**src/pmf_defines.svh**
```systemverilog
// constants of the preamp mode and fault control block
// assumes a 100 MHz system clock
`ifndef PMF_DEFINES_SVH
`define PMF_DEFINES_SVH
`define PMF_CLK_MHZ 100
`define PMF_FRAME_BITS 16
`define PMF_REG_HS 4'h0
`define PMF_REG_CFG 4'h1
`define PMF_REG_BW 4'h3
`define PMF_REG_WR 4'h4
`define PMF_REG_TA 4'h5
`define PMF_REG_ID 4'h6
`define PMF_REG_FLT 4'h7
`define PMF_REG_MEAS 4'h8
`define PMF_REG_MODE 4'h9
`define PMF_REG_OVS 4'he
`define PMF_REG_ASPERITY_SHUTDOWN 4'hf
`define PMF_B_MULTI_SELECT_TEST 3
`define PMF_B_FAST_PIN_FUNCTION 0
`define PMF_B_TAD 6
`define PMF_B_TAC 5
`define PMF_B_TMF 5
`define PMF_B_MRR 4
`define PMF_B_RSTDMY 2
`define PMF_B_OVERSHOOT_ENABLE 2
`define PMF_B_ASPERITY_SHUTDOWN 7
`define PMF_F_NONE 4'h0
`define PMF_F_ILLHEAD 4'hd
`define PMF_F_MDS 4'he
`define PMF_F_SUPPLY 4'hb
`define PMF_TA_HOLD_NS 1500
`define PMF_TA_HOLD_CYC ((`PMF_TA_HOLD_NS * `PMF_CLK_MHZ + 999) / 1000)
`define PMF_MEAS_US 800
`define PMF_MEAS_CYC (`PMF_MEAS_US * `PMF_CLK_MHZ)
`endif

```
**src/pmf_pkg.sv**
```systemverilog
// types of the preamp mode and fault control block
// assumes nothing of its surroundings
package pmf_pkg;
	typedef enum logic [1:0] {PMF_SLEEP, PMF_IDLE, PMF_RW, PMF_ROUTON} pmf_mode_t;
	typedef enum {PMF_M_IDLE, PMF_M_RUN, PMF_M_HOLD} pmf_meas_t;
endpackage

```
**src/pmf_control.sv**
```systemverilog
// preamp mode and fault control: serial port, head decode, fault latch,
// asperity bandwidth control and triggered measurements
// assumes analog sensing and measurement values come in as levels
`timescale 1ns/1ns
`include "pmf_defines.svh"
module pmf_control import pmf_pkg::*; #(
	parameter int MEAS_CYC = `PMF_MEAS_CYC,
	parameter logic [7:0] VENDOR_ID = 8'h5a // arbitrary value
) (
	input wire logic sys_clk, // system clock
	input wire logic rst, // synchronous reset
	input wire logic sclk, // serial clock pin
	input wire logic sdata_in, // serial data pin in
	output logic sdata_out, // serial data pin out
	output logic sdata_oe, // serial data drive enable
	input wire logic serial_data_enable, // frame enable pin
	input wire logic [1:0] chip_select_pins, // device address pins
	input wire logic rw_pin, // 1 read, 0 write
	input wire logic servo_write_select_pin, // low allows broadcast
	input wire logic reset_pin_n, // reset or dummy pin
	input wire logic fast_recovery_pin, // fast corner or bias pin
	input wire logic [15:0] fault_sense, // present faults by code
	input wire logic asperity_sense, // asperity above threshold
	input wire logic multi_select_sense, // unsafe line below third
	input wire logic [6:0] resistance_value, // head resistance code
	input wire logic [6:0] temperature_value, // die temperature code
	output logic [5:0] head_enable, // selected write/read heads
	output logic write_current_on, // write current enabled
	output logic read_on, // read path enabled
	output logic [2:0] overshoot_level, // applied overshoot code
	output logic overshoot_on, // overshoot programming active
	output logic head_unsafe_output, // fault present indication
	output logic head_unsafe_mid, // selection test mid level
	output logic low_corner_fast, // low corner at 8 MHz
	output logic [1:0] low_corner_select, // programmed low corner
	output logic asperity_shutdown, // asperity circuit off
	output logic bias_off, // head bias gated off
	output logic servo_write_active, // servo track write mode
	output logic routon_active, // read during write
	output logic [3:0] fault_code // latched fault code
);
	// ----------------------------------------------------------------
	// pin synchronisers
	// ----------------------------------------------------------------
	logic [5:0] s1, s2;
	logic sclk_d, serial_data_enable_d;
	always_ff @(posedge sys_clk) begin
		s1 <= {sclk, sdata_in, serial_data_enable, servo_write_select_pin, reset_pin_n, fast_recovery_pin};
		s2 <= s1;
		sclk_d <= s2[5];
		serial_data_enable_d <= s2[3];
	end
	wire sclk_s = s2[5];
	wire sdat_s = s2[4];
	wire serial_data_enable_s = s2[3];
	wire stw_pin = s2[2];
	wire rstp_n = s2[1];
	wire fast_pin = s2[0];
	wire sclk_rise = sclk_s & ~sclk_d;
	wire sclk_fall = ~sclk_s & sclk_d;
	wire serial_data_enable_fall = ~serial_data_enable_s & serial_data_enable_d;

	logic [7:0] regs [0:15];
	wire dev_rst = rst | (~rstp_n & ~regs[`PMF_REG_MODE][`PMF_B_RSTDMY]);

	// ----------------------------------------------------------------
	// serial frame
	// ----------------------------------------------------------------
	logic [15:0] shreg;
	logic [4:0] bitcnt;
	always_ff @(posedge sys_clk) begin
		if (dev_rst || (serial_data_enable_s && !serial_data_enable_d)) begin
			bitcnt <= 5'h0;
		end else if (serial_data_enable_s && sclk_rise) begin
			shreg <= {sdat_s, shreg[15:1]}; // lsb first
			if (bitcnt != 5'h11)
				bitcnt <= bitcnt + 5'h1;
		end
	end
	wire frame_ok = serial_data_enable_fall && bitcnt == 5'h10;
	wire f_rd = shreg[0];
	wire [1:0] f_cs = {shreg[2], shreg[1]};
	wire [3:0] f_addr = shreg[6:3];
	wire [7:0] f_data = shreg[15:8];
	wire bcast = f_cs == 2'h3;
	// broadcast ignores the pins only with the select pin low
	wire hit = bcast ? ~stw_pin : (f_cs == chip_select_pins);
	wire wr_go = frame_ok && !f_rd && hit && f_addr != `PMF_REG_ID && f_addr != `PMF_REG_MEAS;
	wire mode_wr = wr_go && f_addr == `PMF_REG_MODE;

	// ----------------------------------------------------------------
	// modes
	// ----------------------------------------------------------------
	logic stw_flag;
	always_ff @(posedge sys_clk) begin
		if (dev_rst)
			stw_flag <= 1'b0;
		else if (frame_ok && !bcast)
			stw_flag <= 1'b0;
		else if (frame_ok && hit && !rw_pin)
			stw_flag <= 1'b1;
	end
	pmf_mode_t mode;
	assign mode = pmf_mode_t'(regs[`PMF_REG_MODE][1:0]);
	wire meas_bits = regs[`PMF_REG_MODE][`PMF_B_MRR] | regs[`PMF_REG_MODE][`PMF_B_TMF];
	assign servo_write_active = stw_flag && mode[1] && !stw_pin && !rw_pin && !meas_bits;
	assign routon_active = mode == PMF_ROUTON && stw_pin && !rw_pin && !servo_write_active;
	wire rw_mode = mode[1] && !servo_write_active && !meas_bits;
	wire rd_mode = rw_mode && rw_pin;
	wire wr_mode = rw_mode && !rw_pin;

	// ----------------------------------------------------------------
	// head select decode
	// ----------------------------------------------------------------
	wire grp = regs[`PMF_REG_HS][7];
	wire [2:0] k = regs[`PMF_REG_HS][6:4];
	wire illegal_head = rw_mode && (k > 3'h5 || grp);
	logic [5:0] hsel;
	always_comb begin
		hsel = 6'h00;
		if (servo_write_active) begin
			if (!mode[0]) begin
				if (!grp)
					hsel = (k <= 3'h5) ? 6'h01 << k : 6'h00;
				else if (k <= 3'h2)
					hsel = 6'h07;
				else if (k <= 3'h5)
					hsel = 6'h38;
			end else begin
				if (grp)
					hsel = 6'h3f;
				else if (k <= 3'h5)
					hsel = (6'h03 << k) & 6'h3f;
			end
		end else if (rw_mode && !illegal_head) begin
			hsel = 6'h01 << k;
		end
	end
	assign head_enable = hsel;

	// ----------------------------------------------------------------
	// fault detection and latch
	// ----------------------------------------------------------------
	function automatic logic [3:0] rank(input logic [3:0] c);
		case (c)
			4'hb: rank = 4'd1;
			4'h9: rank = 4'd2;
			4'hd: rank = 4'd3;
			4'h8: rank = 4'd4;
			4'ha: rank = 4'd5;
			4'h6: rank = 4'd6;
			4'hf: rank = 4'd7;
			4'h2: rank = 4'd8;
			4'h5: rank = 4'd9;
			4'h1: rank = 4'd10;
			4'h4: rank = 4'd11;
			4'he: rank = 4'd12;
			4'h3: rank = 4'd13;
			4'h7: rank = 4'd14;
			default: rank = 4'd15;
		endcase
	endfunction
	function automatic logic masked(input logic [3:0] c, input logic [3:0] m);
		case (c)
			4'h7, 4'h9, 4'ha: masked = m[3];
			4'h6, 4'h2: masked = m[2];
			4'hf, 4'h4: masked = m[1];
			4'he, 4'h3, 4'h8: masked = m[0];
			default: masked = 1'b0;
		endcase
	endfunction
	wire [3:0] fmask = regs[`PMF_REG_FLT][7:4];
	wire multi_select_test = regs[`PMF_REG_HS][`PMF_B_MULTI_SELECT_TEST] && !servo_write_active;
	wire ta_flag_en = !regs[`PMF_REG_ASPERITY_SHUTDOWN][`PMF_B_ASPERITY_SHUTDOWN] && (regs[`PMF_REG_TA][`PMF_B_TAD]
		|| regs[`PMF_REG_TA][`PMF_B_TAC]);
	logic [15:0] present;
	logic [3:0] best;
	always_comb begin
		present = fault_sense;
		present[0] = 1'b0;
		present[12] = 1'b0; // unassigned
		present[14] = 1'b0;
		present[`PMF_F_ILLHEAD] = illegal_head;
		present[3] = fault_sense[3] | asperity_sense;
		if (!ta_flag_en)
			present[3] = 1'b0;
		if (!rw_mode || multi_select_test)
			present = 16'h0000;
		best = `PMF_F_NONE;
		for (int i = 1; i < 16; i++) begin
			if (present[i] && !masked(4'(i), fmask) && rank(4'(i)) < rank(best))
				best = 4'(i);
		end
	end
	logic mds_hit, multi_select_flag_flag;
	assign mds_hit = multi_select_test && multi_select_sense && !fmask[0];
	always_ff @(posedge sys_clk) begin
		if (dev_rst) begin
			fault_code <= `PMF_F_NONE;
			multi_select_flag_flag <= 1'b0;
		end else if (mds_hit || multi_select_flag_flag) begin
			fault_code <= `PMF_F_MDS;
			multi_select_flag_flag <= 1'b1;
		end else if (best != `PMF_F_NONE && (mode_wr || rank(best) < rank(fault_code))) begin
			fault_code <= best;
		end else if (mode_wr) begin
			fault_code <= `PMF_F_NONE;
		end
	end
	assign head_unsafe_output = best != `PMF_F_NONE;
	assign head_unsafe_mid = multi_select_test;
	assign write_current_on = wr_mode && !illegal_head && !fault_sense[`PMF_F_SUPPLY];
	assign read_on = (rd_mode || routon_active) && !illegal_head;
	assign overshoot_on = regs[`PMF_REG_OVS][`PMF_B_OVERSHOOT_ENABLE];
	assign overshoot_level = overshoot_on ? regs[`PMF_REG_WR][2:0] : 3'h0;

	// ----------------------------------------------------------------
	// asperity bandwidth control
	// ----------------------------------------------------------------
	localparam int TA_HOLD = `PMF_TA_HOLD_CYC;
	logic [7:0] ta_hold;
	wire auto_ta = !asperity_shutdown && regs[`PMF_REG_TA][`PMF_B_TAC];
	wire fast_pin_function = regs[`PMF_REG_CFG][`PMF_B_FAST_PIN_FUNCTION];
	always_ff @(posedge sys_clk) begin
		if (dev_rst || !auto_ta)
			ta_hold <= 8'h00;
		else if (asperity_sense)
			ta_hold <= 8'(TA_HOLD);
		else if (ta_hold != 8'h00)
			ta_hold <= ta_hold - 8'h01;
	end
	assign asperity_shutdown = regs[`PMF_REG_ASPERITY_SHUTDOWN][`PMF_B_ASPERITY_SHUTDOWN];
	always_comb begin
		if (asperity_shutdown)
			low_corner_fast = 1'b0;
		else if (auto_ta)
			low_corner_fast = asperity_sense || ta_hold != 8'h00;
		else
			low_corner_fast = fast_pin_function && fast_pin;
	end
	assign low_corner_select = regs[`PMF_REG_BW][1:0];
	assign bias_off = !fast_pin_function && fast_pin;

	// ----------------------------------------------------------------
	// measurements
	// ----------------------------------------------------------------
	pmf_meas_t mstate;
	logic [16:0] mcnt;
	logic mtemp;
	logic [6:0] mresult;
	wire resistance_measure_enable = regs[`PMF_REG_MODE][`PMF_B_MRR];
	wire temperature_measure_enable = regs[`PMF_REG_MODE][`PMF_B_TMF];
	wire mrr_rd = resistance_measure_enable && mode == PMF_RW && rw_pin && stw_pin;
	always_ff @(posedge sys_clk) begin
		if (dev_rst) begin
			mstate <= PMF_M_IDLE;
			mcnt <= 17'h0;
			mtemp <= 1'b0;
			mresult <= 7'h00;
		end else begin
			case (mstate)
				PMF_M_IDLE: begin
					if (temperature_measure_enable || mrr_rd) begin
						mstate <= PMF_M_RUN;
						mtemp <= temperature_measure_enable;
						mcnt <= 17'(MEAS_CYC - 1);
					end
				end
				PMF_M_RUN: begin
					if (mtemp ? !temperature_measure_enable : !mrr_rd) begin
						mstate <= PMF_M_IDLE; // valid only if held
					end else if (mcnt == 17'h0) begin
						mresult <= mtemp ? temperature_value : resistance_value;
						mstate <= PMF_M_HOLD;
					end else begin
						mcnt <= mcnt - 17'h1;
					end
				end
				PMF_M_HOLD: begin
					if (!temperature_measure_enable && !resistance_measure_enable)
						mstate <= PMF_M_IDLE;
				end
				default: mstate <= PMF_M_IDLE;
			endcase
		end
	end
	// the counter is 17 bits wide
	if (MEAS_CYC < 1 || MEAS_CYC > 131071) begin : g_bad_meas
		$error("measurement count out of range");
	end

	// ----------------------------------------------------------------
	// register file and readback
	// ----------------------------------------------------------------
	always_ff @(posedge sys_clk) begin
		if (dev_rst) begin
			for (int i = 0; i < 16; i++)
				regs[i] <= 8'h00;
		end else if (wr_go) begin
			regs[f_addr] <= f_data;
		end
	end
	// after eight bits the header sits in the upper half of the shifter
	wire hit_rd = (shreg[10:9] == 2'h3) ? ~stw_pin : (shreg[10:9] == chip_select_pins);
	logic [3:0] rd_addr;
	// the header keeps shifting during readback, so hold its address
	wire [3:0] rd_sel = (bitcnt == 5'h8) ? shreg[14:11] : rd_addr;
	logic [7:0] rdata;
	always_comb begin
		case (rd_sel)
			`PMF_REG_HS: rdata = {regs[0][7:3], multi_select_flag_flag, chip_select_pins};
			`PMF_REG_ID: rdata = VENDOR_ID;
			`PMF_REG_FLT: rdata = {fmask, fault_code};
			`PMF_REG_MEAS: rdata = {1'b0, mresult};
			default: rdata = regs[rd_sel];
		endcase
	end
	logic rd_act;
	always_ff @(posedge sys_clk) begin
		if (dev_rst || !serial_data_enable_s) begin
			rd_act <= 1'b0;
			rd_addr <= 4'h0;
			sdata_out <= 1'b0;
		end else if (sclk_fall && bitcnt >= 5'h8 && bitcnt < 5'h10) begin
			if (bitcnt == 5'h8) begin
				rd_act <= shreg[8] && hit_rd;
				rd_addr <= shreg[14:11];
			end
			sdata_out <= rdata[bitcnt[2:0]];
		end
	end
	assign sdata_oe = rd_act;
endmodule

```
**config.mk**
```make
export PLATFORM = sky130hd
export DESIGN_NAME = pmf_control
export DESIGN_NICKNAME = d
export VERILOG_FILES = /design/src/pmf_pkg.sv /design/src/pmf_control.sv
export VERILOG_INCLUDE_DIRS = /design/src
export SDC_FILE = /design/constraint.sdc
export NUM_CORES = 1
export LEC_CHECK = 0
export ABC_AREA = 1
export BUFFER_PORTS_ARGS = -buffer_cell sky130_fd_sc_hd__buf_2
export CAP_MARGIN = 20
export CORE_AREA = 2 2 154 156
export DETAILED_ROUTE_END_ITERATION = 12
export DIE_AREA = 0 0 156 158
export PLACE_DENSITY_LB_ADDON = 0.3
export SYNTH_ARGS = -nofsm -noshare
export SYNTH_HDL_FRONTEND = slang
export SYNTH_SLANG_ARGS = --single-unit
export TNS_END_PERCENT = 100
```
**constraint.sdc**
```tcl
create_clock -name sys_clk -period 11.1 [get_ports sys_clk]
set_clock_uncertainty 0.1 [all_clocks]
set_input_delay 0 -clock sys_clk [delete_from_list [all_inputs] [get_ports sys_clk]]
set_output_delay 0 -clock sys_clk [all_outputs]
set_load 0.02 [all_outputs]
```
**After elaboration in Yosys (flattened, before gate mapping)**

Memories as Yosys holds them, arrays and structs flattened.
Cells that the tools add are included.

- Bits in registers: 112
- Memory bits (writable): 128
- Bits in read-only memories: 1,024
- Input port bits: 43
- Memories kept: 17

- $add $sub $neg: 3
- Magnitude comparators: 21
- Equal/unequal tests: 22
- Shift-type cells: 2
- Mux-type cells: 63
- Bitwise operators: 15
- Reductions and logical operators: 118

Memory list:

| name | depth | bits a word | read ports | clocked after Yosys merged registers in | write ports | line | RTL |
|---|---|---|---|---|---|---|---|
| regs | 16 | 8 | 10 | 0 | 16 | pmf_control.sv:63 | `logic [7:0] regs [0:15];` |
| (no name shown) | 16 | 4 | 1 | 0 | 0 | pmf_control.sv:145 | `case (c)` |
| (no name shown) | 16 | 4 | 1 | 0 | 0 | pmf_control.sv:145 |  |
| (no name shown) | 16 | 4 | 1 | 0 | 0 | pmf_control.sv:145 |  |
| (no name shown) | 16 | 4 | 1 | 0 | 0 | pmf_control.sv:145 |  |
| (no name shown) | 16 | 4 | 1 | 0 | 0 | pmf_control.sv:145 |  |
| 11 more memories | n/a | n/a | n/a | n/a | n/a | n/a |  |

Operators with widths:

| cell | count |
|---|---|
| two-way mux 32 bit | 4 |
| case mux 32 bit (3 select lines) | 1 |
| two-way mux 4 bit | 23 |
| logical AND 1 bit | 66 |
| two-way mux 6 bit | 9 |
| two-way mux 17 bit | 3 |
| case mux 17 bit (2 select lines) | 1 |
| equality test 32 x 1 -> 1 bit, second input constant | 1 |
| equality test 32 x 2 -> 1 bit, second input constant | 1 |
| logical NOT 32 bit | 1 |
| case mux 8 bit (4 select lines) | 1 |
| < comparator 4 bit, first input constant | 7 |
| two-way mux 8 bit | 3 |
| logical NOT 1 bit | 21 |
| logical NOT 17 bit | 1 |
| subtractor 17 x 1 -> 17 bit, second input constant | 1 |
| < comparator 3 x 4 -> 1 bit, first input constant | 4 |
| two-way mux 16 bit | 1 |
| two-way mux 1 bit | 14 |
| logical OR 1 bit | 11 |
| equality test 2 bit, second input constant | 4 |
| equality test 4 x 3 -> 1 bit, second input constant | 2 |
| equality test 4 bit, second input constant | 2 |
| < comparator 2 x 4 -> 1 bit, first input constant | 2 |
| other kinds (36) | 60 |

**Depth between registers and ports, before layout**

Gate-level depths: netlist (run 1).
An unclocked memory read counts as a cell.

- Depth after elaboration: 76
- Depth in mapped cells: 80
- Mapped depth without buffers: 80

**Worst setup path before layout (run 1)**

OpenSTA, ideal clock, no wires.

- Kind: flip-flop to flip-flop
- Start point: mem regs[9][5]
- End point: reg fault_code[1]
- Library setup time: 116 ps
- Arrival: 7,509 ps
- Required time: 10,884 ps
- Setup slack: 3,376 ps
- Stages on the path, launching flop included: 72
- Path buffers: 0
- Clock period less this slack: 7,724 ps
- Cells stage by stage: edfxtp_1 nor2_1 nand2_1 nor2_2 o211ai_1 nand2_2 nand3_2 ha_1 nand3b_4 nand2_4 nand2_1 inv_1 ha_1 nand2_2 nand2_4 nand3_2 nand2_1 ha_1 [36 not listed] nand3_2 nand2_2 nand2_1 inv_1 ha_1 or2_2 nand3_1 nand2_1 inv_1 ha_1 nand2_1 inv_1 nand2_1 nand2_2 o21bai_1 nor2_1 nor2_1 nor2_1

RTL lines:

| element | line | RTL |
|---|---|---|
| from (decl) | pmf_control.sv:63 |  |
| to (signal assigned) | pmf_control.sv:199 | `` fault_code <= `PMF_F_NONE; `` |
| to (signal assigned) | pmf_control.sv:202 | `` fault_code <= `PMF_F_MDS; `` |
| to (signal assigned) | pmf_control.sv:205 | `fault_code <= best;` |
| to (decl) | pmf_control.sv:40 | `output logic [3:0] fault_code` |

==> impl_metrics.toml, run 1 <==
[status]
status = "finished, final reports clean"

[sta]
rsz0062_at_grt = "no"
slew_headroom_pct = 49.33
setup_tns_ns = 0
drv_slew = 0
finalCriticalPeriod_ns = 8.684
fmax_ghz = 0.1152
setup_viol = 0
period_share_pct = 78.23
worst_slew_pin_slew_ns = 0.7590
final-hold-violation-count = 0

[global_routing]
grt_pass1_vias = 8218
grt_pass1_wl_um = 42060
grtUsageTotal_pct = 22.08
grt_max_degree = 36
grt_overflow_total = 0
antenna_found_initial = 0

[drt]
wirelength_um = 26330
vias_per_cell = 5.419
drt-initial-drc-count = 898
ant_nets = 0
drc_errors = 0
routedWlPerCell_um = 16.76
drt_first_pass_iters = 6
num_vias = 8513

[clock_network]
worstSkewPairLatency_ns = 0.44
htreeDepth = 4
cts.sinks = 195
clk_pin_slew_ns = 0.08
numCtsBuffers = 17
cts_root_buffer = "clkbuf_16"
cts_resized = 0
tritoncts = "done"
clockBufferDepth = 2

[worst_setup_path]
cp_num_buf_inv = 13
critical-path-top-delay-family = "simple AND/OR/NAND/NOR gates"
crit_type = "reg -> reg"
worst_setup_path_start_kind = "register"
timing.critical_path.mode_cell = "nand2_1"
cp_max_fo = 7
cpPeakStageDelay_ns = 0.49
critPathSlowestCell = "edfxtp_1"
end_kind = "register"
arrival_ns = 8.88
worst_ep_required_time_ns = 11.30

[logic_synthesis]
syn_avg_cell_area_um2 = 8.679
synth_xor_area_share_pct = 0.3441
synth_fa_ha_area_share_pct = 3.687
synth_top_family_by_area = "simple AND/OR/NAND/NOR gates"
ys_async_sr_fraction_pct = 0
ys_seq_area_share_pct = 51.03
synth_cell_types = 60
netlist_area_um2 = 10180
synthFlopType = "edfxtp_1"
ys_ff_latch = 195
synthSimpleGateAreaFrac_pct = 23.13
yosysWarningCount = 0
synth_compound_area_share_pct = 14.39
synth_edf_count = 129
syn_inst = 1173
synthMuxAreaShare_pct = 0

[power]
powerDensity_nw_per_um2 = 137.2
ir_drop_mv = 0.1022
power_frac_comb_pct = 11.0
swShare_pct = 25.95
leakage_uw = 0.005030
power.share.clock_pct = 37.8
p_sw_uw = 415.7
p_int_uw = 1186
p_seq_share_pct = 51.2

[floorplanning]
die_w_um = 156
die_h_um = 158
start_util_pct = 44.17
io-pin-count = 70
placementRows = 56
die_area_um2 = 24650
core_area_um2 = 23050

[place]
port_buffers = 65
gp_congestion = 0.9111
placed_cell_area_um2 = 10840
dp_hpwl_um = 18370

[cells_and_area]
antennaDiodeCount = 0
nets = 1341
final_area_um2 = 11670
drive_gt1_share_pct = 13.90
synthToLayoutAreaGrowth_pct = 14.66

[hold_path]
min_path_type = "in -> reg"

[run]
cap_violations = 0
[stage by stage]
| step | hold WS [ns] | total power (uW) | instances | util [%] | worst slack [ns] |
|---|---|---|---|---|---|
| 2_1_floorplan | -0.07228 | 958.1 | 1180 | - | 3.376 |
| 3_3_place_gp | 0.001917 | 1003 | 1514 | 47.01 | 2.541 |
| 3_5_place_dp | 0.003572 | 1007 | 1514 | 47.01 | 2.391 |
| 4_1_cts | 0.007481 | 1612 | 1571 | 50.64 | 2.356 |
| 5_1_grt | 0.03753 | 1673 | 1571 | 50.64 | 1.422 |
| 6_report | 0.02993 | 1602 | 1571 | 50.64 | 2.416 |
[layout make-up]
type / count / area, um^2
inverters: 166 / 623.1
well taps: 290 / 362.8
repair buffers: 99 / 643.1
clock inverters: 11 / 103.9
flip-flops and latches: 195 / 5195
fillers: 2135 / 11380
clock buffers: 21 / 483.0
multi-input cells: 789 / 4263
[registers in the layout, summed over array words and instances, names as in the netlist, 2 cells and up]
name and cells:
mstate 2, bitcnt 5, rd_addr 4, ta_hold 8
s1 6, fault_code 4, mcnt 17, mresult 7
regs 113, shreg 16, s2 6
[worst min-delay path: stages]
cell	delay [ns]
buf_2	0.09
nor2_2	0.03
buf_4	0.23
nand3_1	0.12
inv_1	0.03
[worst paths after layout]
check / from / endpoint / slack, ns / cells past startpoint
min: rst / ta_hold[1] / 0.03 / 5
max reg2reg: regs[9][5] / fault_code[1] / 2.42 / 71
max: regs[9][5] / fault_code[1] / 2.42 / 71
min reg2reg: s1[3] / s2[3] / 0.23 / 0
[what timing repair did]
item,CTS,global route
hold buffers,25,0
endpoints found under the hold margin,27,0
setup buffers,0,0
[placed cells by master (no fill, tap or decap), drive strengths merged, types with 23 or more instances in the layout]
cell         synthesis  layout
a21oi               53      53
buf                  4      74
dfxtp               66      66
dlygate4sd3          0      25
edfxtp             129     129
ha                  30      30
inv                160     168
nand2              197     197
nand3               47      47
nor2               222     222
nor3                23      23
o21ai               78      78
[kinds of logic (layout without fill, tap and decap cells)]
kind of cell             after synthesis  in the layout
AND/OR/NAND/NOR                      518            518
AO/OA/AOI/OAI                        229            229
buffers and inverters                196            297
flip-flops                           195            195
adder cells (fa/ha/maj)               30             30
XOR/XNOR                               4              4
other                                  1              8
[cell usage after synthesis, drive strengths merged, types with 2 or more instances]
| cell type | instances | area [um^2] |
|---|---|---|
| a211oi | 3 | 22.52 |
| a21boi | 2 | 15.01 |
| a21oi | 53 | 280.3 |
| a221oi | 21 | 183.9 |
| a22oi | 2 | 15.01 |
| a311oi | 12 | 105.1 |
| a31oi | 13 | 81.33 |
| a32o | 6 | 60.06 |
| buf | 4 | 31.27 |
| clkbuf | 26 | 97.59 |
| clkinv | 6 | 22.52 |
| dfxtp | 66 | 1321 |
| edfxtp | 129 | 3874 |
| ha | 30 | 375.4 |
| inv | 160 | 600.6 |
| nand2 | 197 | 864.6 |
| nand3 | 47 | 282.8 |
| nand3b | 2 | 27.53 |
| nand4 | 10 | 62.56 |
| nor2 | 222 | 892.1 |
| nor3 | 23 | 115.1 |
| nor3b | 3 | 22.52 |
| nor4 | 7 | 43.79 |
| o211ai | 18 | 140.1 |
| o21a | 4 | 31.28 |
| o21ai | 78 | 394.1 |
| o21bai | 3 | 22.52 |
| o221ai | 2 | 17.52 |
| o22ai | 4 | 25.02 |
| o311ai | 2 | 17.52 |
| or2 | 5 | 31.28 |
| xnor2 | 3 | 26.28 |
[power groups by stage]
stage          clock, uW  combinational (uW)  sequential, uW
6_report             606                 176             820
5_1_grt              646                 203             823
4_1_cts              616                 176             820
3_5_place_dp           0                 171             836
3_3_place_gp           0                 168             835
2_1_floorplan          0                 127             831
[metal layers]
layer | vias up | GRT usage (%) | routed length (um)
li1 | 4164 | - | -
met1 | 4055 | 28.27 | 11300
met2 | 252 | 38.16 | 12850
met3 | 42 | 3.778 | 1520
met4 | 0 | 7.165 | 658
met5 | - | 0 | 0
(Power assumes the default switching activity.)
==> inputs of run 2 (changes only) <==
==> constraint.sdc (replaced) <==
create_clock -name sys_clk -period 7.5 [get_ports sys_clk]
set_clock_uncertainty 0.1 [all_clocks]
set_input_delay 0 -clock sys_clk [delete_from_list [all_inputs] [get_ports sys_clk]]
set_output_delay 0 -clock sys_clk [all_outputs]
set_load 0.02 [all_outputs]
==> run 2 against run 1 <==
Combinational power increased by 81%. First-iteration DRC count down 11%. Core utilization is 3.1 points higher. Count of clock-buffer cells in the layout is 3 lower. Register-to-register slack worse by 2.2 ns. Sequential share of layout area decreased by 2.5 points. Global-route usage is 0.27 points higher. Critical path depth is 1 higher.
==> impl_metrics.toml, run 2 (same netlist as run 1, synthesis figures left out) <==
[hold_path]
min_path_type = "in -> reg"

[place]
gp_congestion = 0.9116
port_buffers = 65
dp_slack_ns = -0.1841
dp_hpwl_um = 19070
dp_cells = 1546

[global_routing]
antenna_found_initial = 0
grtUsageTotal_pct = 22.34
grt_overflow_total = 0
grt_pass1_wl_um = 42370
grt_max_degree = 36
grt_pass1_vias = 8168

[worst_setup_path]
cp_max_fo = 5
crit_type = "reg -> reg"
worstSetupStartpoint = "regs[9][5]"
worst-r2r-cell-count = 72
r2r-start = "regs[9][5]"
worst_ep_required_time_ns = 7.70
reg2reg_slack_ns = 0.22
worst_setup_path_start_kind = "register"
timing.critical_path.mode_cell = "nand2_2"
end_kind = "register"
critPathSlowestCell = "edfxtp_1"
r2r-end = "fault_code[1]"
critPathCapture = "fault_code[1]"
arrival_ns = 7.49
cpPeakStageDelay_ns = 0.44

[cells_and_area]
largest_registers = "regs (113), mcnt (17), shreg (16)"
synthToLayoutAreaGrowth_pct = 21.57
fillers = 2049
layout_commonest_cell = "nor2_1"
regMostFlops = "regs"
nets = 1390
final_cell_mix = "nor2_1, nand2_1, inv_1, edfxtp_1, o21ai_0"
largest_reg_flops = 113
antennaDiodeCount = 0
drive_gt1_share_pct = 21.28
stdcell_count = 1620

[drt]
drc_errors = 0
drt-initial-drc-count = 798
ant_nets = 0
wirelength_um = 27380
num_vias = 8742
routedWlPerCell_um = 16.90
drt_first_pass_iters = 6
vias_per_cell = 5.396

[sta]
slew_headroom_pct = 51.61
layout_setup_ws_ns = 0.2152
fmax_ghz = 0.1373
rsz0062_at_grt = "yes"
worst_slew_pin_slew_ns = 0.7247
finalCriticalPeriod_ns = 7.285
final-hold-violation-count = 0
setup_viol = 0
drv_slew = 0
whs_ns = 0.09260
period_share_pct = 97.13

[clock_network]
clockBufferDepth = 2
worstSkewPairLatency_ns = 0.44
clk_pin_slew_ns = 0.08
numCtsBuffers = 17
htreeDepth = 4
tritoncts = "done"
cts.sinks = 195
cts_root_buffer = "clkbuf_16"

[power]
powerDensity_nw_per_um2 = 198.8
ir_drop_mv = 0.1324
leakage_uw = 0.005285

[floorplanning]
start_util_pct = 44.17
die_w_um = 156
io-pin-count = 70
die_h_um = 158
die_area_um2 = 24650
core_area_um2 = 23050
placementRows = 56

[run]
cap_violations = 0

[status]
status = "finished, final reports clean"
[run 2: layout make-up]
| cell class | instances | area (um^2) | area share [%] |
|---|---|---|---|
| timing repair buffer | 148 | 1028 | 8.310 |
| clock inverter | 14 | 165.2 | 1.334 |
| tap | 290 | 362.8 | 2.932 |
| multi-input combinational | 789 | 4558 | 36.83 |
| clock buffer | 18 | 429.2 | 3.467 |
| inverter | 166 | 638.1 | 5.156 |
| sequential | 195 | 5195 | 41.97 |
[run 2: worst max-delay path, delay by kind of cell, from the launching register on]
| family | cells | cell delay, ns |
|---|---|---|
| buf+inv | 12 | 0.72 |
| flops | 1 | 0.44 |
| fa+ha+maj | 9 | 1.45 |
| compound gates | 1 | 0.12 |
| simple gates | 50 | 4.30 |
[run 2: worst min path at each step]
stage                   startpoint       end  slack [ns]  cells after the start
2_1_floorplan    fast_recovery_pin     s1[0]       -0.07                      0
3_3_place_gp    serial_data_enable     s1[3]       0.002                      1
3_5_place_dp           reset_pin_n     s1[1]       0.004                      1
4_1_cts        chip_select_pins[1]  stw_flag        0.07                      6
5_1_grt          fast_recovery_pin     s1[0]        0.08                      2
6_report         fast_recovery_pin     s1[0]        0.09                      2
[run 2: repair_timing]
| item | CTS | global route |
|---|---|---|
| buffers inserted | 8 | 8 |
| gates resized for setup | 11 | 61 |
| pin swaps | 18 | 61 |
| endpoints found under the hold margin | 27 | 0 |
| endpoints found under the setup margin | 4 | 5 |
| hold buffers | 26 | 0 |
[run 2: routing by layer]
metal,share of wire (%),vias to the layer above,GRT usage [%]
met5,0,-,0
met4,2.0,0,7.733
met3,7.2,41,4.462
met2,49,340,37.99
met1,42,4097,28.54
li1,-,4264,-
[run 2: metrics by stage]
stage	setup TNS (ns)	cell area, um^2	util, %	power, uW
final	0	12380	53.69	2460
after global routing	-1.156	12380	53.69	2551
after CTS	0	12090	52.43	2435
after detailed placement	-0.6169	11130	48.28	1508
after global placement	-0.004150	11130	48.28	1503
after floorplan	0	10260	-	1422
[run 2: power by group]
| group | switching (uW) | leakage [uW] | total, uW | internal, uW |
|---|---|---|---|---|
| registers | 25.8 | 0.00191 | 1210 | 1190 |
| clock network | 426 | 0.000287 | 929 | 503 |
| logic | 195 | 0.00309 | 319 | 123 |
| total | 647 | 0.00529 | 2460 | 1810 |
==> inputs of run 3 (changes only) <==
==> constraint.sdc (replaced) <==
create_clock -name sys_clk -period 7.5 [get_ports sys_clk]
set_clock_uncertainty 0.1 [all_clocks]
set_input_delay 0.75 -clock sys_clk [delete_from_list [all_inputs] [get_ports sys_clk]]
set_output_delay 0.75 -clock sys_clk [all_outputs]
set_load 0.02 [all_outputs]
==> run 3 against run 2 <==
The run now ends with negative setup slack left. Via count is 0.59% higher. Highest routed layer unchanged. Total power is 1.7% lower. Setup slack worse by 0.24 ns. Hold slack better by 0.13 ns. Sequential power hardly changed. Flip-flop and latch count stayed put. Combinational power is 3% higher. Sequential share of layout area is 0.29 points higher. Clock power is 5.5% lower. Largest cell class unchanged.
==> impl_metrics.toml, run 3 (same netlist as run 1, synthesis figures left out) <==
[floorplanning]
core_area_um2 = 23050
placementRows = 56
io-pin-count = 70
start_util_pct = 44.17
die_area_um2 = 24650
die_h_um = 158
die_w_um = 156

[power]
total_power_uw = 2419
leakage_uw = 0.005291
power.share.clock_pct = 36.3
p_int_uw = 1795
p_sw_uw = 624.1
powerDensity_nw_per_um2 = 196.8
ir_drop_mv = 0.1441
p_seq_share_pct = 50.2
swShare_pct = 25.80
power_frac_comb_pct = 13.5

[worst_setup_path]
worst-r2r-cell-count = 70
critPathSlowestCell = "edfxtp_1"
cpPeakStageDelay_ns = 0.51
cp_num_buf_inv = 17
timing.critical_path.mode_cell = "nand2_4"
crit_cells = 58
arrival_ns = 6.67
worst_setup_path_start_kind = "register"
worst_ep_required_time_ns = 6.65
crit_type = "reg -> out"
critical-path-top-delay-family = "simple AND/OR/NAND/NOR gates"
cp_max_fo = 4
end_kind = "output pin"

[clock_network]
clockBufferDepth = 2
worstSkewPairLatency_ns = 0.44
clk_pin_slew_ns = 0.07
htreeDepth = 4
tritoncts = "done"
numCtsBuffers = 17
cts.sinks = 195
cts_root_buffer = "clkbuf_16"

[place]
dp_hpwl_um = 18790
gp_congestion = 0.8822
dp_cells = 1567
port_buffers = 65
dp_slack_ns = -0.4228

[cells_and_area]
largest_registers = "regs (113), mcnt (17), shreg (16)"
synthToLayoutAreaGrowth_pct = 20.73
antennaDiodeCount = 0
drive_gt1_share_pct = 22.89
layout_commonest_cell = "nor2_1"
final_cell_mix = "nor2_1, nand2_1, inv_1, edfxtp_1, buf_4"
nets = 1388
fillers = 2028
stdcell_count = 1618
regMostFlops = "regs"
largest_reg_flops = 113

[sta]
finalCriticalPeriod_ns = 7.524
rsz0062_at_grt = "yes"
worst_slew_pin_slew_ns = 0.7479
whs_ns = 0.2275
period_share_pct = 100.3
drv_slew = 0
final-hold-violation-count = 0
fmax_ghz = 0.1329
setup_tns_ns = -0.02357
slew_headroom_pct = 50.07
setup_viol = 1
layout_setup_ws_ns = -0.02357

[drt]
drt_first_pass_iters = 5
drc_errors = 0
drt-initial-drc-count = 938
ant_nets = 0
wirelength_um = 26790
num_vias = 8794
vias_per_cell = 5.435
routedWlPerCell_um = 16.56

[global_routing]
grtUsageMet3_pct = 4.216
top_usage_layer = "met2"
antenna_found_initial = 0
grtUsageMet1_pct = 27.35
grt_max_degree = 36
grt_overflow_total = 0
grtUsageTotal_pct = 21.87
met2_usage_pct = 38.05
grt_pass1_wl_um = 41860
grt_pass1_vias = 8316

[status]
violations = "negative setup slack"
status = "finished, violations left"

[run]
cap_violations = 0

[hold_path]
min_path_type = "reg -> reg"
min_path_cells = 0
run 3: repair_timing:
action	CTS	global route
cloned	0	0
hold buffers	0	0
gates resized for setup	13	35
buffers inserted	13	6
pin swaps	36	46
endpoints found under the setup margin	5	5
run 3: power by group through the flow:
stage	combinational [uW]	clock, uW	sequential, uW
detailed placement	293	0	1240
global placement	288	0	1240
global route	365	928	1220
floorplan	196	0	1230
CTS	308	885	1210
finish	327	878	1210
run 3: area by class of cell:
| type | instances | area (um^2) | area share (%) |
|---|---|---|---|
| inverter | 166 | 648.1 | 5.273 |
| sequential | 195 | 5195 | 42.26 |
| tap | 290 | 362.8 | 2.952 |
| clock inverter | 11 | 101.3 | 0.8245 |
| clock buffer | 21 | 460.4 | 3.746 |
| multi-input combinational | 789 | 4584 | 37.30 |
| timing repair buffer | 146 | 939.7 | 7.645 |
run 3: worst reg2reg max path: cells and delay by family (launching register included):
| family | cells | cell delay [ns] |
|---|---|---|
| DFF | 1 | 0.51 |
| and+or+nand+nor | 45 | 4.02 |
| adders and majority gates | 8 | 1.34 |
| buffers and inverters | 16 | 1.24 |
| AOI/OAI and AO/OA | 1 | 0.13 |
run 3: through the flow:
step / area [um^2] / utilization [%]
3_3_place_gp: 11390 / 49.40
4_1_cts: 12110 / 52.52
2_1_floorplan: 10360 / -
6_report: 12290 / 53.32
3_5_place_dp: 11390 / 49.40
5_1_grt: 12290 / 53.32
run 3: final timing paths:
kind,slack (ns),from,to
hold / removal,0.23,s1[0],s2[0]
setup / recovery,-0.02,regs[9][5],head_unsafe_output
hold reg to reg,0.23,s1[0],s2[0]
setup reg to reg,0.03,regs[9][5],fault_code[1]
run 3: layer usage:
layer | wire length, um | vias to the layer above
met5 | 0 | -
met4 | 725 | 0
met3 | 1961 | 64
met2 | 13180 | 352
met1 | 10920 | 4114
li1 | - | 4264
